===== src/hdl/sfp_pkg.sv =====
package sfp_pkg;

  // ----------------------------------------
  // Timing
  // ----------------------------------------
  localparam int CLK_PERIOD_NS = 100; // Period of mclk
  localparam int RESET_MIN_NS = 1000; // Least low time of the reset input
  // Least time rounds up to whole cycles
  localparam int RESET_MIN_CYC = (RESET_MIN_NS + CLK_PERIOD_NS - 1) / CLK_PERIOD_NS;
  localparam int RST_CNT_W = $clog2(RESET_MIN_CYC + 1);
  localparam logic [RST_CNT_W-1:0] RST_FIRE = RST_CNT_W'(RESET_MIN_CYC - 1);

  // ----------------------------------------
  // Widths and lane positions
  // ----------------------------------------
  localparam int BYTE_BITS = 8; // Bits in a transferred byte
  localparam int LANES = 4; // Data lanes on the pins
  localparam int CNT_W = 4; // Bit counter width
  localparam int PIN_W = 6; // Sampled pin bundle width
  localparam int LANE_ZERO = 0;
  localparam int LANE_ONE = 1;
  localparam int LANE_TWO = 2;
  localparam int LANE_THREE = 3;
  localparam logic [CNT_W-1:0] BYTE_DONE = 4'h8; // Bit count of a full byte
  localparam logic [CNT_W-1:0] STEP_SINGLE = 4'h1; // Bits per clock, single
  localparam logic [CNT_W-1:0] STEP_DUAL = 4'h2; // Bits per clock, dual
  localparam logic [CNT_W-1:0] STEP_QUAD = 4'h4; // Bits per clock, quad
  localparam logic [LANES-1:0] OE_NONE = 4'h0; // No lane driven
  localparam logic [LANES-1:0] OE_SINGLE = 4'h2; // Only lane one driven
  localparam logic [LANES-1:0] OE_DUAL = 4'h3; // Lanes zero and one
  localparam logic [LANES-1:0] OE_QUAD = 4'hf; // All four lanes
  localparam logic PIN_FN_PAUSE = 1'b0; // Shared pin used as pause (reset value)
  localparam logic PIN_FN_RESET = 1'b1; // Shared pin used as hardware reset

  // ----------------------------------------
  // Types
  // ----------------------------------------
  typedef enum logic [1:0] {
    WIDTH_SINGLE = 2'b00,
    WIDTH_DUAL = 2'b01,
    WIDTH_QUAD = 2'b10
  } sfp_width_e;

  typedef enum logic [2:0] {
    ST_WAIT_ARM = 3'b000,
    ST_IDLE = 3'b001,
    ST_ACTIVE = 3'b010,
    ST_PAUSED = 3'b011,
    ST_RESET = 3'b100
  } sfp_state_e;

  // Raw pin levels as they arrive
  typedef struct packed {
    logic selectN;
    logic sclk;
    logic [LANES-1:0] lanes;
  } sfp_pins_s;

  // Lane drive towards the pins
  typedef struct packed {
    logic [LANES-1:0] laneOut;
    logic [LANES-1:0] laneOe;
  } sfp_drive_s;

endpackage


===== src/hdl/sfp_pin_frontend.sv =====
`timescale 1ns/1ps
module sfp_pin_frontend (
  // Clock, reset, enable
  input wire logic mclk,
  input wire logic srst,
  input wire logic clkEn,
  // Flash pins
  input sfp_pkg::sfp_pins_s pinIn,
  output sfp_pkg::sfp_drive_s pinDrive,
  // Configuration bits
  input wire logic quadEnable,
  input wire logic pinFunctionSelect,
  input wire logic statusProtectBit,
  // Transfer control from command logic
  input sfp_pkg::sfp_width_e laneMode,
  input wire logic outPhase,
  input wire logic [7:0] txByte,
  output logic txTake,
  output logic [7:0] rxByte,
  output logic rxValid,
  // Status
  output logic selected,
  output logic paused,
  output logic armed,
  output logic frameStart,
  output logic frameEnd,
  output logic hwResetPulse,
  output logic writeProtectActive,
  output logic statusWriteBlocked
);
  import sfp_pkg::*;

  // ----------------------------------------
  // Declarations
  // ----------------------------------------
  sfp_pins_s pinSync; // Pins after two flip-flops
  logic syncWarm; // High until the synchroniser holds real pin levels
  logic sclkD_reg; // Previous synchronised serial clock
  logic sclkRise; // Serial clock rising edge seen
  logic sclkFall; // Serial clock falling edge seen
  logic csHigh; // Device deselected by pin
  logic holdLow; // Pause input asserted
  logic resetLow; // Reset input asserted
  logic wpLow; // Write-protect input asserted
  sfp_state_e state_reg; // Frame state
  sfp_state_e state_next;
  logic [RST_CNT_W-1:0] rstCnt_reg; // Reset low time counter
  logic resetFire; // Reset low long enough
  logic resetSeen_reg; // Reset already issued for this low time
  sfp_width_e effMode; // Width actually used
  logic [CNT_W-1:0] step; // Bits per serial clock
  logic [LANES-1:0] oeMask; // Lanes driven in this width
  logic [CNT_W-1:0] bitCnt_reg; // Bits moved in current byte
  logic [CNT_W-1:0] bitSum; // Count after this edge
  logic [7:0] rxShift_reg; // Incoming shift register
  logic [7:0] rxNext; // Shift register after this edge
  logic [7:0] txShift_reg; // Outgoing shift register
  logic [7:0] txCur; // Byte whose top bits go out now
  logic [LANES-1:0] laneBits; // Top bits of txCur placed on lanes

  // ----------------------------------------
  // Pin synchroniser
  // ----------------------------------------
  sfp_sync #(
    .W(PIN_W)
  ) uSync (
    .mclk(mclk),
    .srst(srst),
    .clkEn(clkEn),
    .d(pinIn),
    .q(pinSync)
  );

  // Warm-up flag: the synchroniser resets to all ones, so a select pin held
  // low since power-up would look high for two edges and arm the device
  sfp_sync #(
    .W(1)
  ) uWarm (
    .mclk(mclk),
    .srst(srst),
    .clkEn(clkEn),
    .d(1'b0),
    .q(syncWarm)
  );

  // ----------------------------------------
  // Pin decode
  // ----------------------------------------
  // Serial clock edge detector on the synchronised level
  // Reset matches the synchroniser's reset level, so no false rise follows reset
  always_ff @(posedge mclk) begin
    if (srst) begin
      sclkD_reg <= 1'b1;
    end else if (clkEn) begin
      sclkD_reg <= pinSync.sclk;
    end
  end

  assign sclkRise = pinSync.sclk & ~sclkD_reg;
  assign sclkFall = ~pinSync.sclk & sclkD_reg;
  assign csHigh = pinSync.selectN;
  // Lane two is the write-protect input only without quad
  assign wpLow = ~quadEnable & ~pinSync.lanes[LANE_TWO];
  // Lane three is pause or reset only without quad
  assign holdLow = ~quadEnable & (pinFunctionSelect == PIN_FN_PAUSE)
                   & ~pinSync.lanes[LANE_THREE];
  assign resetLow = ~quadEnable & (pinFunctionSelect == PIN_FN_RESET)
                    & ~pinSync.lanes[LANE_THREE];

  // ----------------------------------------
  // Hardware reset timing
  // ----------------------------------------
  // Count cycles of reset low, regardless of select, clock or data
  always_ff @(posedge mclk) begin
    if (srst) begin
      rstCnt_reg <= '0;
      resetSeen_reg <= 1'b0;
    end else if (clkEn) begin
      if (!resetLow) begin
        // Released: start over
        rstCnt_reg <= '0;
        resetSeen_reg <= 1'b0;
      end else if (resetFire) begin
        // Issue once per low time
        resetSeen_reg <= 1'b1;
      end else if (!resetSeen_reg) begin
        rstCnt_reg <= rstCnt_reg + 1'b1;
      end
    end
  end

  assign resetFire = resetLow & ~resetSeen_reg & (rstCnt_reg == RST_FIRE);

  // Abort pulse to the rest of the device
  always_ff @(posedge mclk) begin
    if (srst) begin
      hwResetPulse <= 1'b0;
    end else if (clkEn) begin
      hwResetPulse <= resetFire;
    end
  end

  // ----------------------------------------
  // Frame state
  // ----------------------------------------
  // Next state from select, pause and reset
  always_comb begin
    state_next = state_reg;
    unique case (state_reg)
      // Wait for select high so a later fall counts
      ST_WAIT_ARM: begin
        if (csHigh && !syncWarm) begin
          state_next = ST_IDLE;
        end
      end
      // Deselected, bus ignored
      ST_IDLE: begin
        if (!csHigh) begin
          state_next = ST_ACTIVE;
        end
      end
      // Selected and moving bits
      ST_ACTIVE: begin
        if (csHigh) begin
          state_next = ST_IDLE;
        end else if (holdLow) begin
          state_next = ST_PAUSED;
        end
      end
      // Paused mid transfer
      ST_PAUSED: begin
        if (csHigh) begin
          state_next = ST_IDLE;
        end else if (!holdLow) begin
          state_next = ST_ACTIVE;
        end
      end
      // Held in reset until the pin returns high
      ST_RESET: begin
        if (!resetLow) begin
          state_next = ST_WAIT_ARM;
        end
      end
      // Illegal code: rearm
      default: begin
        state_next = ST_WAIT_ARM;
      end
    endcase
    // Reset wins over everything
    if (resetFire) begin
      state_next = ST_RESET;
    end
  end

  // State register
  always_ff @(posedge mclk) begin
    if (srst) begin
      state_reg <= ST_WAIT_ARM;
    end else if (clkEn) begin
      state_reg <= state_next;
    end
  end

  // Frame status flags and edge pulses
  always_ff @(posedge mclk) begin
    if (srst) begin
      selected <= 1'b0;
      paused <= 1'b0;
      armed <= 1'b0;
      frameStart <= 1'b0;
      frameEnd <= 1'b0;
    end else if (clkEn) begin
      selected <= (state_next == ST_ACTIVE) || (state_next == ST_PAUSED);
      paused <= state_next == ST_PAUSED;
      armed <= (state_next != ST_WAIT_ARM) && (state_next != ST_RESET);
      frameStart <= (state_reg == ST_IDLE) && (state_next == ST_ACTIVE);
      frameEnd <= ((state_reg == ST_ACTIVE) || (state_reg == ST_PAUSED))
                  && (state_next != ST_ACTIVE) && (state_next != ST_PAUSED);
    end
  end

  // ----------------------------------------
  // Lane width
  // ----------------------------------------
  // Quad needs quad enable; otherwise fall back to single
  always_comb begin
    effMode = laneMode;
    if ((laneMode == WIDTH_QUAD) && !quadEnable) begin
      effMode = WIDTH_SINGLE;
    end
    unique case (effMode)
      WIDTH_SINGLE: begin
        step = STEP_SINGLE;
        oeMask = OE_SINGLE;
      end
      WIDTH_DUAL: begin
        step = STEP_DUAL;
        oeMask = OE_DUAL;
      end
      WIDTH_QUAD: begin
        step = STEP_QUAD;
        oeMask = OE_QUAD;
      end
      // Unused code: treat as single
      default: begin
        step = STEP_SINGLE;
        oeMask = OE_SINGLE;
      end
    endcase
  end

  // ----------------------------------------
  // Input shifting
  // ----------------------------------------
  assign bitSum = bitCnt_reg + step;

  // New bits enter at the bottom, highest lane first
  always_comb begin
    unique case (step)
      STEP_QUAD: rxNext = {rxShift_reg[3:0], pinSync.lanes};
      STEP_DUAL: rxNext = {rxShift_reg[5:0], pinSync.lanes[LANE_ONE],
                           pinSync.lanes[LANE_ZERO]};
      default: rxNext = {rxShift_reg[6:0], pinSync.lanes[LANE_ZERO]};
    endcase
  end

  // Bit counter: moves only while active, frozen while paused
  always_ff @(posedge mclk) begin
    if (srst) begin
      bitCnt_reg <= '0;
    end else if (clkEn) begin
      if (state_reg != ST_ACTIVE && state_reg != ST_PAUSED) begin
        bitCnt_reg <= '0;
      end else if (state_reg == ST_ACTIVE && sclkRise && !csHigh) begin
        bitCnt_reg <= (bitSum >= BYTE_DONE) ? '0 : bitSum;
      end
    end
  end

  // Capture on rising edges while receiving
  always_ff @(posedge mclk) begin
    if (srst) begin
      rxShift_reg <= '0;
      rxByte <= '0;
      rxValid <= 1'b0;
    end else if (clkEn) begin
      rxValid <= 1'b0;
      if (state_reg == ST_ACTIVE && sclkRise && !csHigh && !outPhase) begin
        rxShift_reg <= rxNext;
        if (bitSum >= BYTE_DONE) begin
          rxByte <= rxNext;
          rxValid <= 1'b1;
        end
      end
    end
  end

  // ----------------------------------------
  // Output shifting
  // ----------------------------------------
  // Fresh byte at the start of each byte, else the shifted remainder
  assign txCur = (bitCnt_reg == '0) ? txByte : txShift_reg;

  // Place the top bits of the byte on the lanes of this width
  always_comb begin
    laneBits = '0;
    unique case (step)
      STEP_QUAD: laneBits = txCur[7:4];
      STEP_DUAL: laneBits[LANE_ONE:LANE_ZERO] = txCur[7:6];
      default: laneBits[LANE_ONE] = txCur[7];
    endcase
  end

  // Drive data on falling edges while sending
  always_ff @(posedge mclk) begin
    if (srst) begin
      txShift_reg <= '0;
      txTake <= 1'b0;
      pinDrive.laneOut <= '0;
    end else if (clkEn) begin
      txTake <= 1'b0;
      if (state_reg == ST_ACTIVE && sclkFall && !csHigh && outPhase) begin
        pinDrive.laneOut <= laneBits;
        txShift_reg <= txCur << step;
        txTake <= bitCnt_reg == '0;
      end
    end
  end

  // Enables: only while selected, not paused, and sending
  always_ff @(posedge mclk) begin
    if (srst) begin
      pinDrive.laneOe <= OE_NONE;
    end else if (clkEn) begin
      if (state_next == ST_ACTIVE && outPhase) begin
        pinDrive.laneOe <= oeMask;
      end else begin
        pinDrive.laneOe <= OE_NONE;
      end
    end
  end

  // ----------------------------------------
  // Write protection
  // ----------------------------------------
  // Status writes are blocked while protect bit and pin are both set
  always_ff @(posedge mclk) begin
    if (srst) begin
      writeProtectActive <= 1'b0;
      statusWriteBlocked <= 1'b0;
    end else if (clkEn) begin
      writeProtectActive <= wpLow;
      statusWriteBlocked <= statusProtectBit & wpLow;
    end
  end

endmodule // sfp_pin_frontend


===== src/hdl/sfp_sync.sv =====
`timescale 1ns/1ps
module sfp_sync #(
  parameter int W = 1
) (
  // Clock, reset, enable
  input wire logic mclk,
  input wire logic srst,
  input wire logic clkEn,
  // Data
  input wire logic [W-1:0] d,
  output logic [W-1:0] q
);

  logic [W-1:0] meta_reg; // First stage, read only by second stage

  // ----------------------------------------
  // Two flip-flop synchroniser
  // ----------------------------------------
  always_ff @(posedge mclk) begin
    if (srst) begin
      meta_reg <= '1;
      q <= '1;
    end else if (clkEn) begin
      meta_reg <= d;
      q <= meta_reg;
    end
  end

endmodule // sfp_sync


===== config.mk =====
export PLATFORM = sky130hd
export DESIGN_NAME = sfp_pin_frontend
export DESIGN_NICKNAME = d
export VERILOG_FILES = /design/src/hdl/sfp_pkg.sv /design/src/hdl/sfp_pin_frontend.sv /design/src/hdl/sfp_sync.sv
export SDC_FILE = /design/constraint.sdc
export NUM_CORES = 1
export LEC_CHECK = 0
export BUFFER_PORTS_ARGS = -buffer_cell sky130_fd_sc_hd__buf_2
export CORE_MARGIN = 2
export CORE_UTILIZATION = 35
export CTS_CLUSTER_SIZE = 40
export DETAILED_ROUTE_END_ITERATION = 10
export SETUP_SLACK_MARGIN = 0.1
export SYNTH_ARGS = -nofsm -noshare
export SYNTH_HDL_FRONTEND = slang
export SYNTH_SLANG_ARGS = --single-unit

===== constraint.sdc =====
create_clock -name mclk -period 3.8 [get_ports mclk]
set_input_delay 0.95 -clock mclk [delete_from_list [all_inputs] [get_ports mclk]]
set_output_delay 0.95 -clock mclk [all_outputs]
set_load 0.005 [all_outputs]

==> metrics.cfg, run 1 <==
[placed_design]
placed_cells = 499
place_area_mm2 = 0.00355
dpl.hpwl_um = 5180
gp_congestion = 0.795
io_buffers = 48
place_ws_ns = 0.631

[power]
irDropWorstVdd_mv = 0.195
powerDensity_mw_per_mm2 = 391
leakagePower_nw = 1.61

[yosys]
synth_fa_ha_area_share_pct = 2.57
synth_top_family_by_area = simple AND/OR/NAND/NOR gates
synth_cells = 360
syn-num-nets = 389
synth_xor_area_share_pct = 0.817
synth-seq-cells = 67
synth-compound-area-share_pct = 13.5
muxShareOfSynthArea_pct = 15.3
synth-warning-count = 0
synth_area_mm2 = 0.00321
ys_types = 58
synth_edf_count = 0
synthFlopType = dfxtp_1
ys_seq_area_share_pct = 41.7
async_reset_ff_share_pct = 0
synth_simple_gate_area_share_pct = 21.3
synth_area_per_cell_um2 = 8.93

[sta]
slew_headroom_pct = 35.4
finalCritPeriodShare_pct = 76.2
fin_tns_setup_ns = 0
worst_hold_slack_ns = 0.449
period_needed_ns = 2.90
setup_viol = 0
slew_violations = 0
finalHoldViolCount = 0
max_freq_mhz = 345
worst_clock_skew_ns = 0.00787
layout_setup_ws_ns = 0.904
rsz0062_at_grt = false
tightest_slew_ns = 0.962

[run_status]
outcome = finished, final reports clean

[routing]
viasPerCell = 5.32
wl_per_cell_um = 14.6
antenna_left = 0
drcViolationCount = 0
drtIter0Drc = 125
dr_total_vias = 2737
drt_pass1_iterations = 4
drt-total-wl_um = 7520

[setup_path]
worstSetupStartpoint = bitCnt_reg[0]
crit_arrival_ns = 3.19
end_kind = flip-flop
worst-setup-path-type = reg -> reg
cp_max_fo = 12
critPathLaunchType = flip-flop
cpMaxStageDelayCell = nor4_4
cp_cell_sequence = nor4_4 > mux2i_1 > mux2_2 > a2111oi_0 > o221a_2
worstPathRequired_ns = 4.09
r2r_start = bitCnt_reg[0]
cpPeakStageDelay_ns = 0.87

[clocking]
h-tree-depth = 3
cts_setup_buffers = 0
clock_path_buffers = 2
ctsHoldBuffers = 0
root_buffer = clkbuf_8
numCtsBuffers = 9
cts.clk_slew.worst_paths_ns = 0.07
cts_sinks = 67
insertion_delay_ns = 0.35
post_cts_resized = 0
cts_tree = yes

[grt]
grt_overflow = 0
grt_pass1_vias = 2674
grt_antenna_before_repair = 0
track_usage_pct = 15.9
grt_max_degree = 48
grt_pass1_wl_um = 12700

[finish]
area_delta_synth_final_pct = 16.8
diodes = 0
final_cells = 514
fin_nets = 431
final_cell_area_mm2 = 0.00375
final_common_cell = dfxtp_1
final_cell_mix = 67 x dfxtp_1, 48 x buf_2, 42 x nand2_1
drive_gt1_share_pct = 20.9

[floorplan]
die-area_mm2 = 0.00997
start_util_pct = 36.5
die_h_um = 99.8
die_width_um = 99.8
rows = 34
io_pins = 49
design.core.area_mm2 = 0.00881

[job]
drv_cap = 0

[hold_path]
hold_start = pinDrive[5]
hold_class = reg -> reg

-- logic make-up (layout without fill, tap and decap cells) --
family / Yosys count / count (layout)
AOI/OAI and AO/OA: 69 / 69
xor gates and xnor gates: 3 / 3
adders and majority gates: 6 / 6
buffers and inverters: 36 / 82
DFF: 67 / 67
muxes: 45 / 45
and+or+nand+nor: 134 / 134
-- routing by layer --
layer	routed length [um]	part of all wire, %	vias up	global-route usage (%)
li1	-	-	1365	-
met1	3480	46	1310	20.0
met2	3550	47	53	25.8
met3	396	5.3	9	5.85
met4	93	1.2	0	4.85
met5	0	0	-	0
-- worst max-delay path, delay by kind of cell (launching register included) --
family	cells	cell delay, ns
flip-flops	1	0.36
multiplexers	2	0.68
AO/OA/AOI/OAI	2	0.93
AND/OR/NAND/NOR	1	0.87
-- where the power goes --
| part | internal, mW | total [mW] | leakage (nW) | switching, mW |
|---|---|---|---|---|
| clock | 0.365 | 0.631 | 0.106 | 0.266 |
| sequential | 0.711 | 0.718 | 0.542 | 0.00652 |
| combinational | 0.0492 | 0.120 | 0.962 | 0.0708 |
-- cells in the mapped netlist, types with 2 or more instances --
library cell,number,area share (%)
o21ai_0,12,1.9
xnor2_1,2,0.55
clkbuf_1,17,2.0
dfxtp_1,67,42
nand2b_1,3,0.58
o31ai_1,3,0.70
mux2i_1,38,12
mux2_2,4,1.4
nor2_1,35,4.1
ha_1,5,1.9
o211ai_1,2,0.47
a22oi_1,6,1.4
o22ai_1,2,0.39
or3b_2,2,0.55
a21o_1,3,0.70
nor4b_1,7,1.9
and3_1,2,0.39
mux4_2,3,2.1
nor2b_1,3,0.58
and3b_1,2,0.55
buf_2,3,0.47
nand3b_1,2,0.47
nor3_1,12,1.9
inv_1,10,1.2
nand3_1,9,1.4
buf_1,3,0.35
nand4_1,2,0.39
a21oi_1,28,4.4
or3_1,3,0.58
nand2_1,42,4.9
-- final cells by class --
type | count | area [um2]
fillers | 929 | 5050
multi-input cells | 257 | 1730
flip-flops and latches | 67 | 1340
repair buffers | 56 | 300
well taps | 108 | 135
clock buffers | 10 | 128
clock inverters | 5 | 78.8
inverters | 11 | 41.3
-- path summary, 6_finish.rpt --
| check | end | depth (start not counted) | slack, ns |
|---|---|---|---|
| hold reg to reg | pinDrive[5] | 2 | 0.45 |
| hold / removal | pinDrive[5] | 2 | 0.45 |
| setup reg to reg | txShift_reg[5] | 5 | 0.90 |
| setup / recovery | txShift_reg[5] | 5 | 0.90 |
-- stage by stage --
step | utilization [%] | total power, mW
after floorplan | - | 0.815
after global placement | 40.3 | 0.852
after detailed placement | 40.3 | 0.854
after CTS | 42.6 | 1.49
after global routing | 42.6 | 1.53
final | 42.6 | 1.47
No activity file was read; power rests on OpenSTA's default activity.
==> inputs of run 2 (changes only) <==
==> constraint.sdc (replaced) <==
create_clock -name mclk -period 3.01 [get_ports mclk]
set_input_delay 0.7525 -clock mclk [delete_from_list [all_inputs] [get_ports mclk]]
set_output_delay 0.7525 -clock mclk [all_outputs]
set_load 0.005 [all_outputs]
==> run 2 against run 1 <==
Against the previous run:
- largest power group is now the clock network
- hold slack better by 0.0055 ns
- critical path type is now in -> reg
- die area stayed put
- sequential share of layout area is 0.75 points lower
==> metrics.cfg, run 2 (synthesis results as in run 1) <==
[sta]
slew_violations = 0  ; unchanged
max_freq_mhz = 388
finalCritPeriodShare_pct = 85.5
period_needed_ns = 2.57
worst_clock_skew_ns = 0.00518  ; was 0.00787 ns
rsz0062_at_grt = false  ; unchanged
finalHoldViolCount = 0  ; unchanged
fin_tns_setup_ns = 0  ; unchanged
setup_viol = 0  ; unchanged
slew_headroom_pct = 57.8  ; was 35.4%
worst_hold_slack_ns = 0.454  ; was 0.449 ns
tightest_slew_ns = 0.624  ; was 0.962 ns

[routing]
drt-total-wl_um = 7700  ; was 7520 um
drcViolationCount = 0  ; unchanged
wl_per_cell_um = 14.8  ; was 14.6 um
viasPerCell = 5.25  ; was 5.32
dr_total_vias = 2733  ; was 2,737
drt_pass1_iterations = 5  ; was 4
antenna_left = 0  ; unchanged
drtIter0Drc = 118  ; was 125

[floorplan]
die_width_um = 99.8  ; unchanged
design.core.area_mm2 = 0.00881  ; unchanged
start_util_pct = 36.5  ; unchanged
io_pins = 49  ; unchanged
rows = 34  ; unchanged
die-area_mm2 = 0.00997  ; unchanged
die_h_um = 99.8  ; unchanged

[setup_path]
cpMaxStageDelayCell = ha_1  ; was nor4_4
r2r_end = txShift_reg[5]  ; unchanged
cp_cell_sequence = buf_2 > o21a_1 > ha_1 > ha_1 > a211oi_1 > nor4b_1 > o41ai_2 > buf_4 > mux2i_1 > nor2_1  ; was nor4_4 > mux2i_1 > mux2_2 > a2111oi_0 > o221a_2
critPathLaunchType = primary input  ; was flip-flop
worst-setup-path-type = in -> reg  ; was reg -> reg
cp.depth = 10  ; was 5
rrSetupSlack_ns = 0.73  ; was 0.90 ns
crit_buf_inv = 2  ; was 0
end_kind = flip-flop  ; unchanged
worstPathRequired_ns = 3.23  ; was 4.09 ns
cp_max_fo = 10  ; was 12
r2r_start = bitCnt_reg[0]  ; unchanged
cp_common_cell = ha_1
reg2reg_depth = 6  ; was 5
path_delay_family = compound AO/OA/AOI/OAI gates  ; unchanged
cpPeakStageDelay_ns = 0.31  ; was 0.87 ns
crit_arrival_ns = 2.80  ; was 3.19 ns

[clocking]
root_buffer = clkbuf_8  ; unchanged
cts_setup_buffers = 0  ; unchanged
cts_sinks = 67  ; unchanged
h-tree-depth = 3  ; unchanged
insertion_delay_ns = 0.34  ; was 0.35 ns
clock_path_buffers = 2  ; unchanged
ctsHoldBuffers = 0  ; unchanged
numCtsBuffers = 9  ; unchanged
cts.clk_slew.worst_paths_ns = 0.07  ; about the same
post_cts_resized = 0  ; unchanged
cts_tree = yes  ; unchanged

[grt]
grt_overflow = 0  ; unchanged
track_usage_pct = 16.4  ; was 15.9%
grt_antenna_before_repair = 0  ; unchanged
grt_max_degree = 31  ; was 48
grt_pass1_wl_um = 12900  ; was 12,700 um
grt_pass1_vias = 2655  ; was 2,674

[hold_path]
hold_path_depth = 2  ; unchanged
hold_class = reg -> reg  ; unchanged
hold_start = txShift_reg[1]  ; was pinDrive[5]
hold_path_end = txShift_reg[1]  ; was pinDrive[5]

[finish]
fin_nets = 437  ; was 431
final_cell_mix = 67 x dfxtp_1, 48 x buf_2, 42 x nand2_1  ; unchanged
drive_gt1_share_pct = 22.3  ; was 20.9%
area_delta_synth_final_pct = 19.3  ; was 16.8%
diodes = 0  ; unchanged
final_common_cell = dfxtp_1  ; unchanged

[power]
irDropWorstVdd_mv = 0.255  ; was 0.195 mV
leakagePower_nw = 1.66  ; was 1.61 nW
powerDensity_mw_per_mm2 = 515  ; was 391 mW/mm2

[placed_design]
io_buffers = 48  ; unchanged
gp_congestion = 0.803  ; was 0.795
dpl.hpwl_um = 5420  ; was 5180 um

[run_status]
outcome = finished, final reports clean  ; unchanged

[job]
drv_cap = 0  ; unchanged

==> run 2: area by class of cell <==
| cell class | instances | area (um2) |
|---|---|---|
| tap | 108 | 135 |
| multi-input combinational | 257 | 1730 |
| clock buffer | 11 | 141 |
| sequential | 67 | 1340 |
| fill | 908 | 4970 |
| inverter | 11 | 41.3 |
| clock inverter | 5 | 100 |
| timing repair buffer | 62 | 345 |
==> run 2: layer usage <==
layer / share of wire (%) / GRT usage (%) / wire [um] / vias up
li1: - / - / - / 1388
met1: 48 / 21.5 / 3720 / 1284
met2: 46 / 26.3 / 3550 / 51
met3: 4.0 / 4.32 / 306 / 10
met4: 1.5 / 5.90 / 114 / 0
met5: 0 / 0 / 0 / -
==> run 2: worst reg2reg max path: stages, from the launching register on <==
cell	delay (ns)
dfxtp_1	0.36
nor4_4	0.27
buf_4	0.27
mux2i_1	0.18
mux2_2	0.31
a2111oi_0	0.56
o221a_2	0.29
==> run 2: worst max path at each step <==
| stage | startpoint | endpoint | slack (ns) |
|---|---|---|---|
| 3_5_place_dp | laneMode[0] | rxByte[6] | 0.08 |
| 3_3_place_gp | laneMode[0] | rxByte[1] | 0.14 |
| 4_1_cts | laneMode[0] | rxByte[0] | 0.45 |
| 5_1_grt | laneMode[0] | rxByte[0] | 0.28 |
| 6_report | laneMode[0] | rxByte[2] | 0.44 |
| 2_1_floorplan | laneMode[1] | rxByte[3] | 0.13 |
==> run 2: stage by stage <==
stage          instance area, um2  total power [mW]  setup WS, ns  instances  utilization, %
6_report                     3830              1.97         0.435        521            43.5
3_5_place_dp                 3590              1.08        0.0845        505            40.8
5_1_grt                      3830              2.06         0.277        521            43.5
4_1_cts                      3830              2.00         0.446        521            43.5
3_3_place_gp                 3590              1.08         0.141        505            40.8
2_1_floorplan                3210              1.03         0.130        360               -
==> run 2: report_power, final <==
group / switching, mW / internal (mW) / leakage [nW]
registers: 0.00846 / 0.898 / 0.542
logic: 0.0911 / 0.0653 / 0.991
clock network: 0.341 / 0.571 / 0.123
==> inputs of run 3 (changes only) <==
--- a/config.mk
+++ b/config.mk
@@ -10,6 +10,7 @@
 export CORE_UTILIZATION = 35
 export CTS_CLUSTER_SIZE = 40
 export DETAILED_ROUTE_END_ITERATION = 10
+export GPL_TIMING_DRIVEN = 0
 export SETUP_SLACK_MARGIN = 0.1
 export SYNTH_ARGS = -nofsm -noshare
 export SYNTH_HDL_FRONTEND = slang
==> constraint.sdc (replaced) <==
create_clock -name mclk -period 2.2 [get_ports mclk]
set_input_delay 0.55 -clock mclk [delete_from_list [all_inputs] [get_ports mclk]]
set_output_delay 0.55 -clock mclk [all_outputs]
set_load 0.005 [all_outputs]
==> run 3 against run 2 <==
Against the previous run:
- the run now ends with negative setup slack left
- clock skew grew 0.0019 ns
- hold slack lost 0.046 ns
- via count grew 5.5%
- largest power group is now sequential cells
- register-to-register slack lost 0.67 ns
- sequential share of layout area shrank 2.7 points
- global-route usage grew 1.5 points
- combinational power grew 73%
- final cell count grew 4.2%
- routed wire length grew 12%
- first-iteration DRC count grew 81%
- count of clock-buffer cells in the layout is the same
- largest cell class unchanged
- highest routed layer unchanged
==> metrics.cfg, run 3 (synthesis results as in run 1) <==
[finish]
diodes = 0  ; unchanged
fillCellCount = 826  ; was 908
area_delta_synth_final_pct = 30.1  ; was 19.3%
drive_gt1_share_pct = 28.5  ; was 22.3%
final_common_cell = dfxtp_1  ; unchanged
fin_nets = 460  ; was 437
multi_input_area_mm2 = 0.00196  ; was 0.00173 mm2
final_cell_mix = 64 x dfxtp_1, 47 x buf_2, 42 x nand2_1  ; was 67 x dfxtp_1, 48 x buf_2, 42 x nand2_1
seq_area_mm2 = 0.00135  ; was 0.00134 mm2
post-route-util_pct = 47.5  ; was 43.5%

[clocking]
cts_sinks = 67  ; unchanged
ctsHoldBuffers = 0  ; unchanged
cts_tree = yes  ; unchanged
clock_path_buffers = 2  ; unchanged
cts.clk_slew.worst_paths_ns = 0.07  ; about the same
root_buffer = clkbuf_8  ; unchanged
numCtsBuffers = 9  ; unchanged
h-tree-depth = 3  ; unchanged
insertion_delay_ns = 0.35  ; was 0.34 ns

[power]
clkPwrFrac_pct = 40.5  ; was 46.2%
power.share.sequential_pct = 48.9  ; was 45.9%
comb_power_share_pct = 10.7  ; was 7.9%
switchingPower_mw = 0.638  ; was 0.440 mW
powerDensity_mw_per_mm2 = 606  ; was 515 mW/mm2
p_int_mw = 1.90  ; was 1.53 mW
power.total_mw = 2.53  ; was 1.97 mW
swShare_pct = 25.2  ; was 22.3%
irDropWorstVdd_mv = 0.284  ; was 0.255 mV
leakagePower_nw = 1.69  ; was 1.66 nW

[grt]
grt_pass1_wl_um = 14000  ; was 12,900 um
grt_antenna_before_repair = 0  ; unchanged
track_usage_pct = 17.9  ; was 16.4%
grt_max_degree = 12  ; was 31
grt_overflow = 0  ; unchanged
grt_pass1_vias = 2782  ; was 2,655

[floorplan]
io_pins = 49  ; unchanged
die_h_um = 99.8  ; unchanged
start_util_pct = 36.5  ; unchanged
die_width_um = 99.8  ; unchanged
die-area_mm2 = 0.00997  ; unchanged
design.core.area_mm2 = 0.00881  ; unchanged
rows = 34  ; unchanged

[hold_path]
hold_start = pinIn[2]  ; was txShift_reg[1]
hold_class = in -> reg  ; was reg -> reg

[placed_design]
place_ws_ns = -0.516  ; was 0.0845 ns
dpl.hpwl_um = 5910  ; was 5420 um
gp_congestion = 0.799  ; was 0.803
io_buffers = 47  ; was 48

[setup_path]
cpMaxStageDelayCell = o41ai_4  ; was ha_1
cpPeakStageDelay_ns = 0.43  ; was 0.31 ns
r2r_start = bitCnt_reg[3]  ; was bitCnt_reg[0]
worst-setup-path-type = in -> reg  ; unchanged
cp_max_fo = 5  ; was 10
rrSetupSlack_ns = 0.06  ; was 0.73 ns
critPathLaunchType = primary input  ; unchanged
worstPathRequired_ns = 2.42  ; was 3.23 ns
crit_buf_inv = 2  ; unchanged
cp_common_cell = ha_4  ; was ha_1
crit_arrival_ns = 2.47  ; was 2.80 ns
path_delay_family = compound AO/OA/AOI/OAI gates  ; unchanged
cp_cell_sequence = buf_8 > o21a_1 > ha_4 > ha_4 > a21o_1 > nor4b_4 > o41ai_4 > buf_6 > mux2i_1 > nor2_1  ; was buf_2 > o21a_1 > ha_1 > ha_1 > a211oi_1 > nor4b_1 > o41ai_2 > buf_4 > mux2i_1 > nor2_1
end_kind = flip-flop  ; unchanged
worstSetupStartpoint = laneMode[0]  ; unchanged

[sta]
rsz0062_at_grt = true  ; was false
setup_viol = 7  ; was 0
max_freq_mhz = 444
slew_headroom_pct = 50.2  ; was 57.8%
finalCritPeriodShare_pct = 102
finalHoldViolCount = 0  ; unchanged
layout_setup_ws_ns = -0.0508  ; was 0.435 ns
worst_clock_skew_ns = 0.00707  ; was 0.00518 ns
tightest_slew_ns = 0.748  ; was 0.624 ns
period_needed_ns = 2.25
fin_tns_setup_ns = -0.241  ; was 0 ns
slew_violations = 0  ; unchanged

[routing]
drtIter0Drc = 214  ; was 118
drt_pass1_iterations = 4  ; was 5
drt-total-wl_um = 8610  ; was 7700 um
dr_total_vias = 2883  ; was 2,733
viasPerCell = 5.31  ; was 5.25
drcViolationCount = 0  ; unchanged
antenna_left = 0  ; unchanged
wl_per_cell_um = 15.8  ; was 14.8 um

[run_status]
violations = negative setup slack
outcome = complete, but fails checks  ; was finished, final reports clean

[job]
drv_cap = 0  ; unchanged

[run 3: area by class of cell]
cell class,instances,share of cell area (%)
inverters,11,0.987
plain buffers,24,3.29
multi-input cells,257,46.9
clock inverters,4,1.23
clock buffers,11,3.38
well taps,108,3.23
repair buffers,61,8.71
flip-flops and latches,67,32.2
[run 3: repair_timing]
action | CTS | global route
setup buffers | 4 | 9
resized for setup | 31 | 23
endpoints found under the setup margin | 16 | 23
pin swaps | 6 | 5
cloned | 1 | 0
[run 3: layer usage]
| layer | track usage (%) | vias to the layer above | wire length (um) |
|---|---|---|---|
| met5 | 0 | - | 0 |
| met4 | 6.53 | 0 | 102 |
| met3 | 4.60 | 11 | 406 |
| met2 | 29.5 | 73 | 4130 |
| met1 | 22.9 | 1365 | 3970 |
| li1 | - | 1434 | - |
[run 3: per-stage QoR]
| step | cell area, um2 | cells | hold slack [ns] |
|---|---|---|---|
| floorplan | 3240 | 360 | 0.430 |
| global placement | 3610 | 515 | 0.438 |
| detailed placement | 3610 | 515 | 0.445 |
| CTS | 3990 | 535 | 0.396 |
| global route | 4180 | 543 | 0.421 |
| finish | 4180 | 543 | 0.408 |
[run 3: path summary, 6_finish.rpt]
path	end	depth (start not counted)
min	uSync.meta_reg[2]	3
min reg2reg	pinDrive[5]	2
max reg2reg	txShift_reg[7]	6
max	rxByte[0]	10
[run 3: power by group through the flow]
stage               registers [mW]  clock network (mW)  logic (mW)
floorplan                     1.26                   0       0.148
global placement              1.27                   0       0.216
detailed placement            1.27                   0       0.218
CTS                           1.24                1.05       0.243
global route                  1.24                1.11       0.294
finish                        1.24                1.02       0.270
[run 3: tightest hold or removal path: stages]
cell	delay, ns
buf_2	0.08
mux2i_1	0.05
nand2_1	0.05
